$ cat src/rtl/smx_pkg.sv
// Package of register offsets, field positions and reset values for the signal mixer.
`default_nettype none
package smx_pkg;
  // Bus geometry.
  localparam int ADR_W = 8;
  localparam int DAT_W = 32;
  // Register byte offsets (one aligned word each).
  localparam logic [7:0] OFS_CTL = 8'h00;
  localparam logic [7:0] OFS_KEY = 8'h04;
  localparam logic [7:0] OFS_UPC = 8'h08;
  localparam logic [7:0] OFS_LOC = 8'h0C;
  // Field positions in modulator_control.
  localparam int CTL_ON = 7;
  localparam int CTL_OE = 6;
  localparam int CTL_SLEW = 5;
  localparam int CTL_INV = 4;
  localparam int CTL_STAT = 3;
  localparam int CTL_SOFT = 0;
  // Field positions in the source and carrier control registers.
  localparam int SRC_REL = 7;
  localparam int CAR_POL = 6;
  localparam int CAR_SYNC = 5;
  localparam int SEL_W = 4;
  // Values after reset.
  localparam logic [7:0] CTL_RST = 8'h20;
  localparam logic [7:0] KEY_RST = 8'h00;
  localparam logic [7:0] CAR_RST = 8'h00;
  // Writable bits; all others hold zero and read as zero, except control bit 3, which reads the status.
  localparam logic [7:0] CTL_WMASK = 8'hF1;
  localparam logic [7:0] KEY_WMASK = 8'h8F;
  localparam logic [7:0] CAR_WMASK = 8'hEF;
  // Source index zero: software value for keying, ground for carriers.
  localparam logic [3:0] SEL_NONE = 4'h0;
  // Clock cycles from a write strobe to the acknowledge.
  localparam int ACK_CYCLES = 1;
endpackage
`default_nettype wire

$ cat src/rtl/smx_mixer.sv
// Signal mixer output and control logic with its Wishbone register slave.
//
// Chosen here: the register offsets and the Wishbone register port.
`default_nettype none
// Behaviour
// Upper carrier release bit detaches the selected upper carrier source from its pin.
// Lower carrier release bit detaches the selected lower carrier source from its pin.
// The software keying value can be chosen as the keying source.
// Keying source release bit detaches the selected keying source from its pin.
// Output invert bit inverts the mixed signal before the pin.
// Slew limit bit resets to one; clearing it removes pad slew limiting.
// Mixer ignores Sleep and keeps operating unchanged.
// In Sleep output continues while the chosen sources keep running.
// Any reset disables the mixer and restores every register default.
// Firmware configures everything after reset before enabling the pin drive.
// Pin drive bit, reset zero, gates the mixed signal onto the pin.
// Read-only status bit shows the mixed value, zero after reset, unwritable.
// Output uses upper carrier while keying is high, lower while low.
// Clearing modulator_on grounds carriers, picks soft keying, keeps stored selections.
// With pin drive off the pin stays low while mixing continues.
module smx_mixer
  import smx_pkg::*;
#(
  parameter int NK = 10, // Keying sources besides the software value.
  parameter int NC = 7 // Carrier sources besides ground.
) (
  input wire logic clk, // System clock, 40 MHz.
  input wire logic resetn, // Asynchronous active-low reset.
  input wire logic wb_cyc, // Wishbone cycle.
  input wire logic wb_stb, // Wishbone strobe.
  input wire logic wb_we, // Wishbone write enable.
  input wire logic [smx_pkg::ADR_W-1:0] wb_adr, // Wishbone byte address.
  input wire logic [3:0] wb_sel, // Wishbone byte enables.
  input wire logic [smx_pkg::DAT_W-1:0] wb_dat_w, // Wishbone write data.
  output logic [smx_pkg::DAT_W-1:0] wb_dat_r, // Wishbone read data.
  output logic wb_ack, // Wishbone acknowledge.
  input wire logic [NK-1:0] keying_src, // Keying source levels.
  input wire logic [NC-1:0] carrier_src, // Carrier source levels.
  output logic mixed_output_pin, // Modulated output pin.
  output logic pad_slew_limit, // High asks the pad to limit slew.
  output logic [NK-1:0] keying_source_pin_release, // Detach keying source from its pin.
  output logic [NC-1:0] upper_carrier_pin_release, // Detach upper carrier from its pin.
  output logic [NC-1:0] lower_carrier_pin_release // Detach lower carrier from its pin.
);
  import smx_pkg::*;

  typedef struct packed {
    logic ack;
    logic [DAT_W-1:0] rdat;
    logic [7:0] ctl;
    logic [7:0] key;
    logic [7:0] upc;
    logic [7:0] loc;
    logic mix;
    logic pin;
    logic slew;
    logic [NK-1:0] krel;
    logic [NC-1:0] urel;
    logic [NC-1:0] lrel;
  } smx_state_s;

  smx_state_s q;
  smx_state_s n;
  logic [1:0] rst_q;
  logic rst_n;
  logic [NK-1:0] key_s;
  logic [NC-1:0] car_s;
  logic [NK-1:0] key_hit;
  logic [NC-1:0] up_hit;
  logic [NC-1:0] lo_hit;
  logic [15:0] kx;
  logic [15:0] cx;
  logic [3:0] key_sel;
  logic key_val;
  logic up_val;
  logic lo_val;
  logic raw;
  logic mix_d;
  logic req;
  logic wr;
  logic [5:0] word;

  // Reset is released through two flip-flops; assertion is immediate.
  always_ff @(posedge clk or negedge resetn) begin
    if (!resetn) begin
      rst_q <= 2'b00;
    end else begin
      rst_q <= {rst_q[0], 1'b1};
    end
  end
  assign rst_n = rst_q[1];

  // Source levels may come from pins, so both groups are synchronised.
  smx_sync #(.W(NK)) u_key_sync (
    .clk(clk),
    .rst_n(rst_n),
    .d(keying_src),
    .q(key_s)
  );
  smx_sync #(.W(NC)) u_car_sync (
    .clk(clk),
    .rst_n(rst_n),
    .d(carrier_src),
    .q(car_s)
  );

  // Per-source release decode: a source is detached only while selected.
  for (genvar k = 0; k < NK; k++) begin : g_key
    assign key_hit[k] = q.key[SRC_REL] && (q.key[3:0] == SEL_W'(k + 1));
  end
  for (genvar k = 0; k < NC; k++) begin : g_car
    assign up_hit[k] = q.upc[SRC_REL] && (q.upc[3:0] == SEL_W'(k + 1));
    assign lo_hit[k] = q.loc[SRC_REL] && (q.loc[3:0] == SEL_W'(k + 1));
  end

  // Source selection; index zero is the software value or ground.
  always_comb begin
    kx = 16'({key_s, q.ctl[CTL_SOFT]});
    cx = 16'({car_s, 1'b0});
    key_sel = q.ctl[CTL_ON] ? q.key[3:0] : SEL_NONE;
    key_val = kx[key_sel];
    up_val = q.ctl[CTL_ON] & (cx[q.upc[3:0]] ^ q.upc[CAR_POL]);
    lo_val = q.ctl[CTL_ON] & (cx[q.loc[3:0]] ^ q.loc[CAR_POL]);
    raw = (key_val & up_val) | (~key_val & lo_val);
    mix_d = raw ^ q.ctl[CTL_INV];
  end

  // Bus decode helpers.
  assign req = wb_cyc && wb_stb && !q.ack;
  assign wr = req && wb_we && wb_sel[0];
  assign word = wb_adr[7:2];

  // Next state: bus slave, register writes and the output path.
  // No sleep input exists; mixing runs on every clock as it is.
  always_comb begin
    n = q;
    n.ack = req;
    n.rdat = '0;
    if (wr) begin
      unique case (word)
        OFS_CTL[7:2]: n.ctl = (q.ctl & ~CTL_WMASK) | (wb_dat_w[7:0] & CTL_WMASK);
        OFS_KEY[7:2]: n.key = (q.key & ~KEY_WMASK) | (wb_dat_w[7:0] & KEY_WMASK);
        OFS_UPC[7:2]: n.upc = (q.upc & ~CAR_WMASK) | (wb_dat_w[7:0] & CAR_WMASK);
        OFS_LOC[7:2]: n.loc = (q.loc & ~CAR_WMASK) | (wb_dat_w[7:0] & CAR_WMASK);
        default: n.ctl = q.ctl;
      endcase
    end
    if (req && !wb_we) begin
      unique case (word)
        OFS_CTL[7:2]: n.rdat = DAT_W'({q.ctl[7:4], q.mix, 2'b00, q.ctl[0]});
        OFS_KEY[7:2]: n.rdat = DAT_W'(q.key);
        OFS_UPC[7:2]: n.rdat = DAT_W'(q.upc);
        OFS_LOC[7:2]: n.rdat = DAT_W'(q.loc);
        default: n.rdat = '0;
      endcase
    end
    n.mix = mix_d;
    n.pin = q.ctl[CTL_OE] & mix_d;
    n.slew = q.ctl[CTL_SLEW];
    n.krel = key_hit;
    n.urel = up_hit;
    n.lrel = lo_hit;
  end

  // State register; every field takes its default under reset.
  always_ff @(posedge clk or negedge rst_n) begin
    if (!rst_n) begin
      q.ack <= 1'b0;
      q.rdat <= '0;
      q.ctl <= CTL_RST;
      q.key <= KEY_RST;
      q.upc <= CAR_RST;
      q.loc <= CAR_RST;
      q.mix <= 1'b0;
      q.pin <= 1'b0;
      q.slew <= CTL_RST[CTL_SLEW];
      q.krel <= '0;
      q.urel <= '0;
      q.lrel <= '0;
    end else begin
      q <= n;
    end
  end

  // Every output comes straight from the state register.
  assign wb_ack = q.ack;
  assign wb_dat_r = q.rdat;
  assign mixed_output_pin = q.pin;
  assign pad_slew_limit = q.slew;
  assign keying_source_pin_release = q.krel;
  assign upper_carrier_pin_release = q.urel;
  assign lower_carrier_pin_release = q.lrel;
endmodule
`default_nettype wire

$ cat src/rtl/smx_sync.sv
// Two-stage synchroniser for a group of asynchronous source levels.
`default_nettype none
module smx_sync #(
  parameter int W = 1 // Number of levels carried.
) (
  input wire logic clk, // System clock.
  input wire logic rst_n, // Synchronised active-low reset.
  input wire logic [W-1:0] d, // Asynchronous levels.
  output logic [W-1:0] q // Levels safe to use in the clk domain.
);
  typedef struct packed {
    logic [W-1:0] s1;
    logic [W-1:0] s2;
  } smx_sync_s;

  smx_sync_s st_q;
  smx_sync_s st_d;

  // The first stage feeds only the second stage.
  always_comb begin
    st_d.s1 = d;
    st_d.s2 = st_q.s1;
  end

  // Both stages clear to zero under reset.
  always_ff @(posedge clk or negedge rst_n) begin
    if (!rst_n) begin
      st_q <= '0;
    end else begin
      st_q <= st_d;
    end
  end

  assign q = st_q.s2;
endmodule
`default_nettype wire

$ cat config.mk
export PLATFORM = sky130hd
export DESIGN_NAME = smx_mixer
export DESIGN_NICKNAME = d
export VERILOG_FILES = /design/src/rtl/smx_pkg.sv /design/src/rtl/smx_mixer.sv /design/src/rtl/smx_sync.sv
export SDC_FILE = /design/constraint.sdc
export NUM_CORES = 1
export LEC_CHECK = 0
export BUFFER_PORTS_ARGS = -buffer_cell sky130_fd_sc_hd__buf_2
export CAP_MARGIN = 20
export CORE_UTILIZATION = 50
export CTS_CLUSTER_SIZE = 10
export DETAILED_ROUTE_END_ITERATION = 10
export PLACE_DENSITY_LB_ADDON = 0.05
export SKIP_LAST_GASP = 1
export SLEW_MARGIN = 20
export SYNTH_ARGS = -nofsm -noshare
export SYNTH_HDL_FRONTEND = slang
export SYNTH_SLANG_ARGS = --single-unit
$ cat constraint.sdc
create_clock -name clk -period 5.4 [get_ports clk]
set_input_delay 1.62 -clock clk [delete_from_list [all_inputs] [get_ports clk]]
set_output_delay 1.62 -clock clk [all_outputs]
set_load 0.02 [all_outputs]
==> results, run 1 <==
- The run finished with clean final reports.
- The length of the first detailed-routing pass in iterations is 4.
- Of all nets on the critical path, the largest fanout is 6.
- Data on the critical path is required at its endpoint by 5640 ps.
- The wire-length estimate of the detail-placed layout is roughly 4200 um.
- Of the total power, combinational logic draws 0.055.
- The horizontal die dimension is a little over 90 um.
- The clock passes through at most 2 buffers.
- The dominant register cell in the synthesized netlist is sky130_fd_sc_hd__dfrtp_1.
- The initial utilization of the core area, before any placement, comes to 0.514.
- The category of the worst setup path capture point is a flop.
- The first-pass GRT wire length is between 10000 and 15000 um.
- The analysis attributes to net switching a power of slightly below 0.0003 W.
- The slew at the pin closest to its max-slew limit is approximately 840 ps.
- Counting every instance in the synthesized netlist gives about 300.
- The count of antenna-violating nets left after detailed routing is 0.
- The register clock-pin slew on the reported worst setup and hold paths is about 90 ps.
- A synthesized cell averages ~13 um^2.
- Setup violations remaining at the end of the flow were counted as 0.
- Setup repair after global routing left no endpoint under its margin.
- After filler insertion, the fill cell instance count of the layout stands at 700.
- The fraction of registers with async set/reset is 1.00.
- The cell type contributing the most total cell area after synthesis is sky130_fd_sc_hd__dfrtp_1.
- In this run the worst hold path is classified as flop to async pin.
- The maximum number of pins on one net before global-route repair is 57.
- The area growth from synthesis to final layout is 7.89%.
- Wires add up to roughly 6300 um.
- The worst setup path is launched from an input port.
- The die area is ~8300 um^2.
- Yosys mapped the design onto 40 distinct sky130hd cell types.
- The number of sinks driven by the clock tree is between 90 and 100.
- The number of H-tree branching levels is 3.
- The core box area is about 7700 um^2.
- The initial antenna violation count is 0.
- STA puts the critical path data arrival time at around 3400 ps.
- Derived from the worst setup path, the maximum achievable clock frequency is 321 MHz.
- The synthesized netlist occupies a cell area of 3950 um^2.
- The tool flagged a number of max-cap violations equal to 0.
- The average routed wire per standard cell is 14.1 um.
- On the final layout, the worst clock skew is ~9 ps.
- Dividing the detail-routed via count by the number of cells gives a little under 5.
- The synthesized flop and latch total is 96.
- The aggregate global routing overflow is 0.
- The count of standard-cell rows is 32.
- After clock tree synthesis, the repair step resized 0 gates.
- For this run, design rule violations remaining after detail routing come to 0.
- The final critical-path share of the clock period is 0.576.
- The final layout contains between 400 and 500 nets.
- The share of total power dissipated in the clock network is 0.356.
- Once layout is complete, the utilization of the core stands at 0.554.
- The power density over the cells is 302 nW/um^2.
- The clock reaches the later pin of the worst-skew pair after roughly 350 ps.
- Yosys mapped a number of flops with a built-in enable equal to 0.
- The buffer type at the clock tree root is sky130_fd_sc_hd__clkbuf_8.
- The sequential share of the synthesized area is 0.609.
- The total via count in the routed design is between 2000 and 2500.
- The number of standard cells in the layout, taps in and fillers out is 446.
- The minimum setup slack among reg-to-reg paths is 2990 ps.
- Routability-driven placement finished with a final weighted congestion of 0.766.
- The fraction of layout instances using a drive strength above 1 is 0.375.
- The hold violation total from the final report is 0.
- The number of antenna diodes in the final layout is 0.
- about 130 I/O pins were placed.
- The worst pin sits at a relative slew slack of 0.437.
- In the global route stage, overall resource usage came out at 0.167.
- The via count of the first global-routing pass is just over 2000.
- The buffer count from post-CTS setup fixing is 0.
- The overall die height is 90.9 um.
- The static leakage is about 2.1 nW.
- In this run, CTS created clock tree buffers numbering 9.
- The area share of the largest cell type after synthesis is 0.596.
- For this block, the initial DRC count from the detailed router was between 80 and 90.
- For this run, the number of Yosys warnings is 0.
- The number of max-slew violations in the final report is 0.
- In this run the tool buffered the top-level ports with just over 70 buffer cells.
- Including well taps, the total number of placed cells is 430.
- The cts-stage hold buffer count is 0.
- Ranked by total cell area, the synthesized netlist is headed by sky130_fd_sc_hd__dfrtp_1 (60%), sky130_fd_sc_hd__buf_4 (11%), sky130_fd_sc_hd__mux2_2 (8.3%).
- The CTS tree is built.
- Of the total power, the share spent switching nets is 0.228.
- Internal power comes to 0.000993 W.
- Of the total power, registers draw 0.588.
- The class of the most critical setup path is input port to flop.
- After layout, the minimum clock period comes to about 3100 ps.
- After routing, the total negative slack on setup checks comes to 0 ps.
- The maximum ir drop on the vdd rail is 0.000143 V.
==> worst max-delay path, stage by stage <==
cell                      delay, ps
sky130_fd_sc_hd__buf_2           90
sky130_fd_sc_hd__nor4_1         360
sky130_fd_sc_hd__nand4_1        190
sky130_fd_sc_hd__nor3_1         670
sky130_fd_sc_hd__mux2_2         410
==> routing by layer <==
metal  GRT usage  up-vias  part of all wire  wire (um)
li1            -     1018                 -          -
met1       0.230     1079              0.46       2910
met2       0.256       81              0.46       2920
met3      0.0505        9             0.061        386
met4      0.0516        0             0.013         81
met5           0        -                 0          0
==> worst paths after layout <==
| check | end | depth (start not counted) | startpoint |
|---|---|---|---|
| min in group clk | u_key_sync.q[9] | 0 | u_key_sync.st_d[9] |
| max | kx[0] | 5 | wb_adr[5] |
| max in group asynchronous | rst_q[1] | 1 | resetn |
| min | u_car_sync.st_d[0] | 0 | rst_q[1] |
| max reg2reg | mixed_output_pin | 6 | q[27] |
| min reg2reg | u_car_sync.st_d[0] | 0 | rst_q[1] |
==> power by group through the flow <==
stage	clock, W	combinational (W)	sequential [W]
finish	0.000458	0.0000709	0.000757
global route	0.000503	0.0000789	0.000760
detailed placement	0	0.0000715	0.000772
floorplan	0	0.0000586	0.000769
global placement	0	0.0000606	0.000778
CTS	0.000472	0.0000718	0.000757
==> final cells by class <==
cell class                 count  area, um^2  share of cell area
clock buffer                  11         141              0.0332
clock inverter                 5        56.3              0.0132
inverter                       3        11.3             0.00264
multi-input combinational    157        1130               0.266
sequential                    96        2410               0.566
tap                          102         128              0.0300
timing repair buffer          72         383              0.0899
==> per-stage QoR <==
step | total power (W) | hold slack (ps) | instance area, um^2 | worst slack (ps)
after floorplan | 0.000828 | 331 | 4030 | 2350
after detailed placement | 0.000843 | 320 | 4060 | 1880
final | 0.00129 | 305 | 4260 | 2290
after global routing | 0.00134 | 345 | 4260 | 2090
after CTS | 0.00130 | 327 | 4260 | 2240
after global placement | 0.000839 | 333 | 4030 | 1900
==> kinds of logic after synthesis <==
logic type                Yosys count  synth area share
AOI/OAI and AO/OA                  15            0.0298
xor gates and xnor gates            2           0.00444
buffers and inverters              71             0.126
DFF                                96             0.609
muxes                              39             0.128
other                               2           0.00190
and+or+nand+nor                    76             0.100
==> synth_stat cells, types with 2 or more instances <==
master                     number
sky130_fd_sc_hd__dfrtp_1       94
sky130_fd_sc_hd__buf_4         56
sky130_fd_sc_hd__mux2_2        29
sky130_fd_sc_hd__nor2_1        18
sky130_fd_sc_hd__nand2_1       11
sky130_fd_sc_hd__nor3_1        10
sky130_fd_sc_hd__nor2b_1        9
sky130_fd_sc_hd__nand3_1        7
sky130_fd_sc_hd__nor4_1         6
sky130_fd_sc_hd__buf_2          5
sky130_fd_sc_hd__mux4_2         5
sky130_fd_sc_hd__nand2b_1       5
sky130_fd_sc_hd__a22oi_1        4
sky130_fd_sc_hd__clkbuf_1       4
sky130_fd_sc_hd__mux2i_1        4
sky130_fd_sc_hd__inv_1          3
sky130_fd_sc_hd__a21oi_1        2
sky130_fd_sc_hd__a221oi_1       2
sky130_fd_sc_hd__buf_6          2
sky130_fd_sc_hd__conb_1         2
sky130_fd_sc_hd__dfstp_2        2
sky130_fd_sc_hd__nor4b_1        2
sky130_fd_sc_hd__or2_2          2
==> cells in the final DEF, fill, tap and decap left out, types with 2 or more instances in the layout <==
cell / synthesis / final
sky130_fd_sc_hd__dfstp_2: 2 / 2
sky130_fd_sc_hd__conb_1: 2 / 25
sky130_fd_sc_hd__a21oi_1: 2 / 2
sky130_fd_sc_hd__a221oi_1: 2 / 2
sky130_fd_sc_hd__mux4_2: 5 / 5
sky130_fd_sc_hd__mux2_2: 29 / 29
sky130_fd_sc_hd__or2_2: 2 / 2
sky130_fd_sc_hd__inv_1: 3 / 3
sky130_fd_sc_hd__a22oi_1: 4 / 4
sky130_fd_sc_hd__nand2_1: 11 / 11
sky130_fd_sc_hd__nand3_1: 7 / 7
sky130_fd_sc_hd__clkbuf_8: 0 / 10
sky130_fd_sc_hd__nor4b_1: 2 / 2
sky130_fd_sc_hd__nor4_1: 6 / 6
sky130_fd_sc_hd__nor3_1: 10 / 10
sky130_fd_sc_hd__clkinv_2: 0 / 2
sky130_fd_sc_hd__buf_2: 5 / 71
sky130_fd_sc_hd__mux2i_1: 4 / 4
sky130_fd_sc_hd__nor2b_1: 9 / 9
sky130_fd_sc_hd__nor2_1: 18 / 18
sky130_fd_sc_hd__nand2b_1: 5 / 5
sky130_fd_sc_hd__dfrtp_1: 94 / 93
==> registers in the layout (all words and copies together), names as in the netlist, 7 cells and up <==
name                       flops
lower_carrier_pin_release      7
wb_dat_r                       8
keying_source_pin_release     10
q                             23
upper_carrier_pin_release      7
u_car_sync.st_d                7
u_key_sync.st_d               10
u_key_sync.q                  10
u_car_sync.q                   7
Note: power is estimated with default switching activity, not from simulation.
==> run 2: changes to the inputs <==
==> constraint.sdc (replaced) <==
create_clock -name clk -period 2.95 [get_ports clk]
set_input_delay 0.885 -clock clk [delete_from_list [all_inputs] [get_ports clk]]
set_output_delay 0.885 -clock clk [all_outputs]
set_load 0.02 [all_outputs]
==> results, run 2 (synthesis results as in run 1) <==
- The core box area is 7690 um^2 (unchanged).
- The worst min-delay path class is input port to async pin.
- The number of sinks driven by the clock tree is 96 (unchanged).
- The placer congestion estimate is 0.766 (about the same).
- The via density per instance was 4.76 (-2.9%).
- The post-DP HPWL is 4270 um (+0.89%).
- The total negative slack for setup checks is 0 ps (unchanged).
- The run finished with clean final reports.
- The number of max-slew violations in the final report came to 0 (unchanged).
- The register clock-pin slew on the reported worst setup and hold paths came to 90 ps (about the same).
- The time the final worst path needs with I/O delays and setup is about 2300 ps.
- The post-route clock skew is 8.73 ps (-0.481 ps).
- The met3 layer wire length in the routed design is 348 um (-9.8%).
- The number of port buffers is 71 (unchanged).
- The met2 wire length is 2820 um (-3.5%).
- The total clock buffers created by CTS is 9 (unchanged).
- The initial antenna violation count was 0 (unchanged).
- The core utilization of the finished layout is 0.555 (+0.000977).
- The worst max-slew margin expressed relative to the limit is 0.659 (+0.222).
- The number of setup violations in the final report is 0 (unchanged).
- The routed length on met1 came to 2870 um (-1.3%).
- The average routed wire per standard cell is 13.6 um (-3.6%).
- The hold violation total from the final report is 0 (unchanged).
- The max capacitance violation total is 0 (unchanged).
- The commonest non-fill, non-tap cell in the layout is sky130_fd_sc_hd__dfrtp_1.
- The cell sitting at the root of the clock tree is a sky130_fd_sc_hd__clkbuf_8.
- The critical-path maximum fanout is 10 (+4).
- The area growth from synthesis to final layout is 8.08%.
- STA classifies the critical path endpoint as a flop.
- The total wire length after detailed routing is 6110 um (-2.9%).
- The flip-flop count of the largest register, all copies and words added is 23 (unchanged).
- The total routing resource utilization after global routing is 0.161 (-0.00589).
- The count of standard-cell rows is 32 (unchanged).
- The smallest hold slack is 309 ps (+4.32 ps).
- The fraction of layout instances using a drive strength above 1 is 0.383 (+0.00829).
- The number of H-tree branching levels is 3 (unchanged).
- The critical path required time came to 3220 ps (-2420 ps).
- The horizontal die dimension was 90.9 um (unchanged).
- The largest buffer count on any clock path came to 2 (unchanged).
- The antenna diode count is 0 (unchanged).
- The length of the first detailed-routing pass in iterations is 4 (unchanged).
- Ranked by flip-flop count, first place goes to q.
- The CTS tree is built.
- The total DRC errors in the routed layout was 0 (unchanged).
- The data arrival time of the critical path came to 2620 ps (-730 ps).
- The via count of the first global-routing pass is 2002 (-3.4%).
- The maximum ir drop on the vdd rail is 0.000300 V (+110%).
- The maximum number of pins on one net before global-route repair is 56 (-1.8%).
- In the layout the commonest cells are sky130_fd_sc_hd__dfrtp_1 (93), sky130_fd_sc_hd__buf_2 (71), sky130_fd_sc_hd__mux2_2 (29), sky130_fd_sc_hd__conb_1 (25), sky130_fd_sc_hd__nor2_1 (18).
- The quantity of gates resized following cts is 0 (unchanged).
- The timing-limited maximum frequency is about 430 MHz.
- The number of nets in the final layout came to 408 (+0.74%).
- The first-pass GRT wire length is 10000 um (-3.7%).
- The top routing layer in use is met4.
- The cts-stage hold buffer count came to 0 (unchanged).
- The count of antenna-violating nets left after detailed routing came to 0 (unchanged).
- Setup repair after global routing left no endpoint under its margin.
- The die area is 8250 um^2 (unchanged).
- The static leakage came to 2.12 nW (+0.58%).
- The clock network latency to the later pin of the worst-skew pair was 350 ps (about the same).
- Of the available clock period, the critical path in the final layout requires 0.796.
- The slew at the pin closest to its max-slew limit is 512 ps (-326 ps).
- The overall die height came to 90.9 um (unchanged).
- The power density over the cells was 536 nW/um^2 (+77%).
- The startpoint type of the worst setup path is a flop.
- The worst setup path is of the flop to flop kind.
- The effective utilization at floorplan is 0.514 (unchanged).
- The aggregate global routing overflow is 0 (unchanged).
- The total via count in the routed design is 2138 (-2.2%).
- The buffer count from post-CTS setup fixing was 0 (unchanged).
- The initial DRC count is 110 (+24%).
- The count of boundary I/O pins is 125 (unchanged).
run 2: changes by cell type in the layout (fill, tap and decap cells not counted):
cell and delta:
sky130_fd_sc_hd__buf_4 +3, sky130_fd_sc_hd__bufinv_16 -1, sky130_fd_sc_hd__clkbuf_1 -1, sky130_fd_sc_hd__clkbuf_8 +1
sky130_fd_sc_hd__clkinv_2 +1
run 2: final cells by class:
cell class,instances,area (um^2)
Timing Repair Buffer,75,405
Fill cell,697,3420
Tap cell,102,128
Clock buffer,11,151
Multi-Input combinational cell,157,1130
Sequential cell,96,2410
Inverter,3,11.3
Clock inverter,5,31.3
run 2: path summary, 6_finish.rpt:
check	from	endpoint	slack, ps	cells after the start
max	q[27]	mixed_output_pin	600	6
min	resetn	rst_q[1]	310	1
max reg2reg	q[27]	mixed_output_pin	600	6
min reg2reg	rst_q[1]	u_car_sync.st_d[5]	310	0
max in group asynchronous	rst_q[1]	wb_dat_r[4]	2010	1
min in group clk	u_key_sync.st_d[4]	u_key_sync.q[4]	350	0
run 2: through the flow:
stage / area (um^2) / power, W / instances / setup slack [ps]
6_report: 4270 / 0.00229 / 449 / 601
5_1_grt: 4270 / 0.00239 / 449 / 449
4_1_cts: 4270 / 0.00232 / 449 / 565
3_5_place_dp: 4080 / 0.00154 / 433 / 474
3_3_place_gp: 4060 / 0.00154 / 432 / 468
2_1_floorplan: 4030 / 0.00152 / 324 / 81.4
run 2: critical path: stages, from the launching register on:
cell	delay [ps]
sky130_fd_sc_hd__dfrtp_1	590
sky130_fd_sc_hd__mux2_2	380
sky130_fd_sc_hd__a221oi_1	450
sky130_fd_sc_hd__o31a_1	200
sky130_fd_sc_hd__a211oi_1	50
sky130_fd_sc_hd__a311oi_2	370
sky130_fd_sc_hd__mux2i_1	230
run 2: power by group:
part           leakage, nW  switching (W)  internal, W  total (W)
sequential            1.24      0.0000334      0.00135    0.00138
combinational        0.782      0.0000757    0.0000532   0.000129
clock               0.0951       0.000423     0.000350   0.000772
total                 2.12       0.000532      0.00175    0.00229
run 2: per-layer routing:
| metal | global-route usage | up-vias |
|---|---|---|
| met5 | 0 | - |
| met4 | 0.0463 | 0 |
| met3 | 0.0564 | 7 |
| met2 | 0.242 | 66 |
| met1 | 0.223 | 1037 |
| li1 | - | 1028 |
==> run 3: changes to the inputs <==
==> constraint.sdc (replaced) <==
create_clock -name clk -period 2.2 [get_ports clk]
set_input_delay 0.66 -clock clk [delete_from_list [all_inputs] [get_ports clk]]
set_output_delay 0.66 -clock clk [all_outputs]
set_load 0.02 [all_outputs]
==> results, run 3 (synthesis results as in run 1) <==
- The total negative slack for setup checks was 0 ps (unchanged).
- The total wire length after detailed routing is 6170 um (+0.83%).
- The maximum ir drop on the vdd rail is 0.000502 V (+67%).
- The clock share of power is 0.375 (+0.037).
- The antenna diode count came to 0 (unchanged).
- The critical-path maximum fanout was 9 (-1).
- The number of sinks driven by the clock tree is 96 (unchanged).
- The count of standard-cell rows is 32 (unchanged).
- The commonest non-fill, non-tap cell in the layout is sky130_fd_sc_hd__dfrtp_1.
- The hold violation total from the final report is 0 (unchanged).
- The total routing resource utilization after global routing is 0.162 (+0.000594).
- The power dissipated by switching net loads is 0.000716 W (+35%).
- The register clock-pin slew on the reported worst setup and hold paths is 80 ps (about the same).
- The largest buffer count on any clock path is 2 (unchanged).
- The total DRC errors in the routed layout came to 0 (unchanged).
- The total clock buffers created by CTS was 9 (unchanged).
- Compared with the post-synthesis result, the final layout area differs by 10.7%.
- The first-pass GRT wire length came to 10100 um (+0.42%).
- The effective utilization at floorplan is 0.514 (unchanged).
- The sequential power share is 0.568 (-0.038).
- The cts-stage hold buffer count is 0 (unchanged).
- The number of H-tree branching levels was 3 (unchanged).
- The master of the slowest instance on the critical path is sky130_fd_sc_hd__dfrtp_1.
- The critical path goes through mux2_2, a221oi_1, o32ai_1, a211oi_1, a311oi_2, xor2_1.
- The largest register by flop count is q.
- The time the final worst path needs with I/O delays and setup was 2020 ps (-329 ps).
- The number of port buffers came to 71 (unchanged).
- The final design instance area without fill is 4370 um^2 (+2.5%).
- The overall die height is 90.9 um (unchanged).
- The max capacitance violation total is 0 (unchanged).
- The buffer count from post-CTS setup fixing came to 0 (unchanged).
- The worst setup slack before clock tree synthesis is 25.3 ps (-449 ps).
- The critical path required time was 2420 ps (-800 ps).
- The via density per instance came to 4.75 (-0.31%).
- The switching portion of total power is 0.220 (-0.0127).
- The die area was 8250 um^2 (unchanged).
- The number of setup violations in the final report came to 0 (unchanged).
- The fraction of layout instances using a drive strength above 1 came to 0.402 (+0.0184).
- The design internal power came to 0.00254 W (+45%).
- The tree is rooted in a sky130_fd_sc_hd__clkbuf_8.
- The power density over the cells was 745 nW/um^2 (+39%).
- The count of antenna-violating nets left after detailed routing is 0 (unchanged).
- The clock network latency to the later pin of the worst-skew pair is 350 ps (about the same).
- Setup repair after global routing left no endpoint under its margin.
- The via count of the first global-routing pass is 2036 (+1.7%).
- The path class of the tightest hold or removal check is input port to async pin.
- The run finished with clean final reports.
- The static leakage is 2.18 nW (+2.9%).
- The length of the first detailed-routing pass in iterations came to 4 (unchanged).
- The count of boundary I/O pins is 125 (unchanged).
- The worst setup path is launched from a flop.
- The maximum cell stage delay along the critical path is 500 ps (-90 ps).
- The number of standard cells in the layout, taps in and fillers out is 458 (+2.0%).
- The horizontal die dimension is 90.9 um (unchanged).
- The number of nets in the final layout was 417 (+2.2%).
- Leaving out fill and tap cells, the most frequent cells in the layout are sky130_fd_sc_hd__dfrtp_1 (92), sky130_fd_sc_hd__buf_2 (71), sky130_fd_sc_hd__mux2_2 (29), sky130_fd_sc_hd__conb_1 (25), sky130_fd_sc_hd__nor2_1 (18).
- The average routed wire per standard cell is 13.5 um (-1.1%).
- The smallest hold slack came to 82.9 ps (-227 ps).
- The aggregate global routing overflow is 0 (unchanged).
- The post-route clock skew is 10.2 ps (+1.44 ps).
- The placer congestion estimate came to 0.748 (-2.4%).
- The total via count in the routed design is 2174 (+1.7%).
- The worst setup path is captured at a flop.
- The initial antenna violation count is 0 (unchanged).
- The post-DP HPWL was 4480 um (+4.9%).
- The flip-flop count of the largest register, all copies and words added is 23 (unchanged).
- The quantity of gates resized following cts was 0 (unchanged).
- The final critical-path share of the clock period was 0.918 (+0.122).
- The data arrival time of the critical path is 2240 ps (-380 ps).
- The relative contribution of combinational cells to total power was 0.056 (about the same).
- The core box area was 7690 um^2 (unchanged).
- The setup path with the least slack is of type flop to flop.
- The post-placement cell area is 4140 um^2 (+1.5%).
- The initial DRC count is 65 (-41%).
- The worst setup slack after layout is 179 ps (-421 ps).
- The timing-limited maximum frequency is 495 MHz (+16%).
- TritonCTS built the clock tree.
- The number of max-slew violations in the final report came to 0 (unchanged).
- The maximum number of pins on one net before global-route repair was 37 (-34%).
- The placed instance count was 442 (+2.1%).
run 3: worst paths after layout:
kind | end | depth (start not counted) | slack, ps | from
worst max-delay path | q[26] | 6 | 180 | q[43]
worst min-delay path | rst_q[1] | 1 | 80 | resetn
worst max register to register | q[26] | 6 | 180 | q[43]
worst min register to register | u_car_sync.q[5] | 0 | 270 | rst_q[1]
max in group asynchronous | keying_source_pin_release[0] | 1 | 1270 | rst_q[1]
min in group clk | u_key_sync.q[1] | 0 | 350 | u_key_sync.st_d[1]
run 3: area by class of cell:
class	instances	area [um^2]
multi-input combinational	157	1130
fill	662	3320
inverter	3	11.3
sequential	96	2410
timing repair buffer	84	465
tap	102	128
clock inverter	3	47.5
clock buffer	13	179
run 3: worst max-delay path: cells and delay by family (launching register included):
| kind | cells | cell delay [ps] |
|---|---|---|
| xor+xnor | 1 | 170 |
| mux | 1 | 390 |
| flops | 1 | 500 |
| compound gates | 4 | 830 |
run 3: layer usage:
| layer | share of wire | up-vias | track usage |
|---|---|---|---|
| met5 | 0 | - | 0 |
| met4 | 0.017 | 0 | 0.0754 |
| met3 | 0.045 | 10 | 0.0370 |
| met2 | 0.46 | 67 | 0.239 |
| met1 | 0.48 | 1056 | 0.228 |
| li1 | - | 1041 | - |
run 3: power by group through the flow:
stage / clock network (W) / logic [W] / registers [W]
floorplan: 0 / 0.000144 / 0.00189
finish: 0.00122 / 0.000183 / 0.00185
global placement: 0 / 0.000185 / 0.00189
CTS: 0.00126 / 0.000186 / 0.00185
global route: 0.00133 / 0.000202 / 0.00186
detailed placement: 0 / 0.000186 / 0.00189
run 3: metrics by stage:
stage,utilization,total power (W)
detailed placement,0.539,0.00207
global placement,0.539,0.00207
floorplan,-,0.00203
global route,0.569,0.00339
finish,0.569,0.00326
CTS,0.569,0.00330
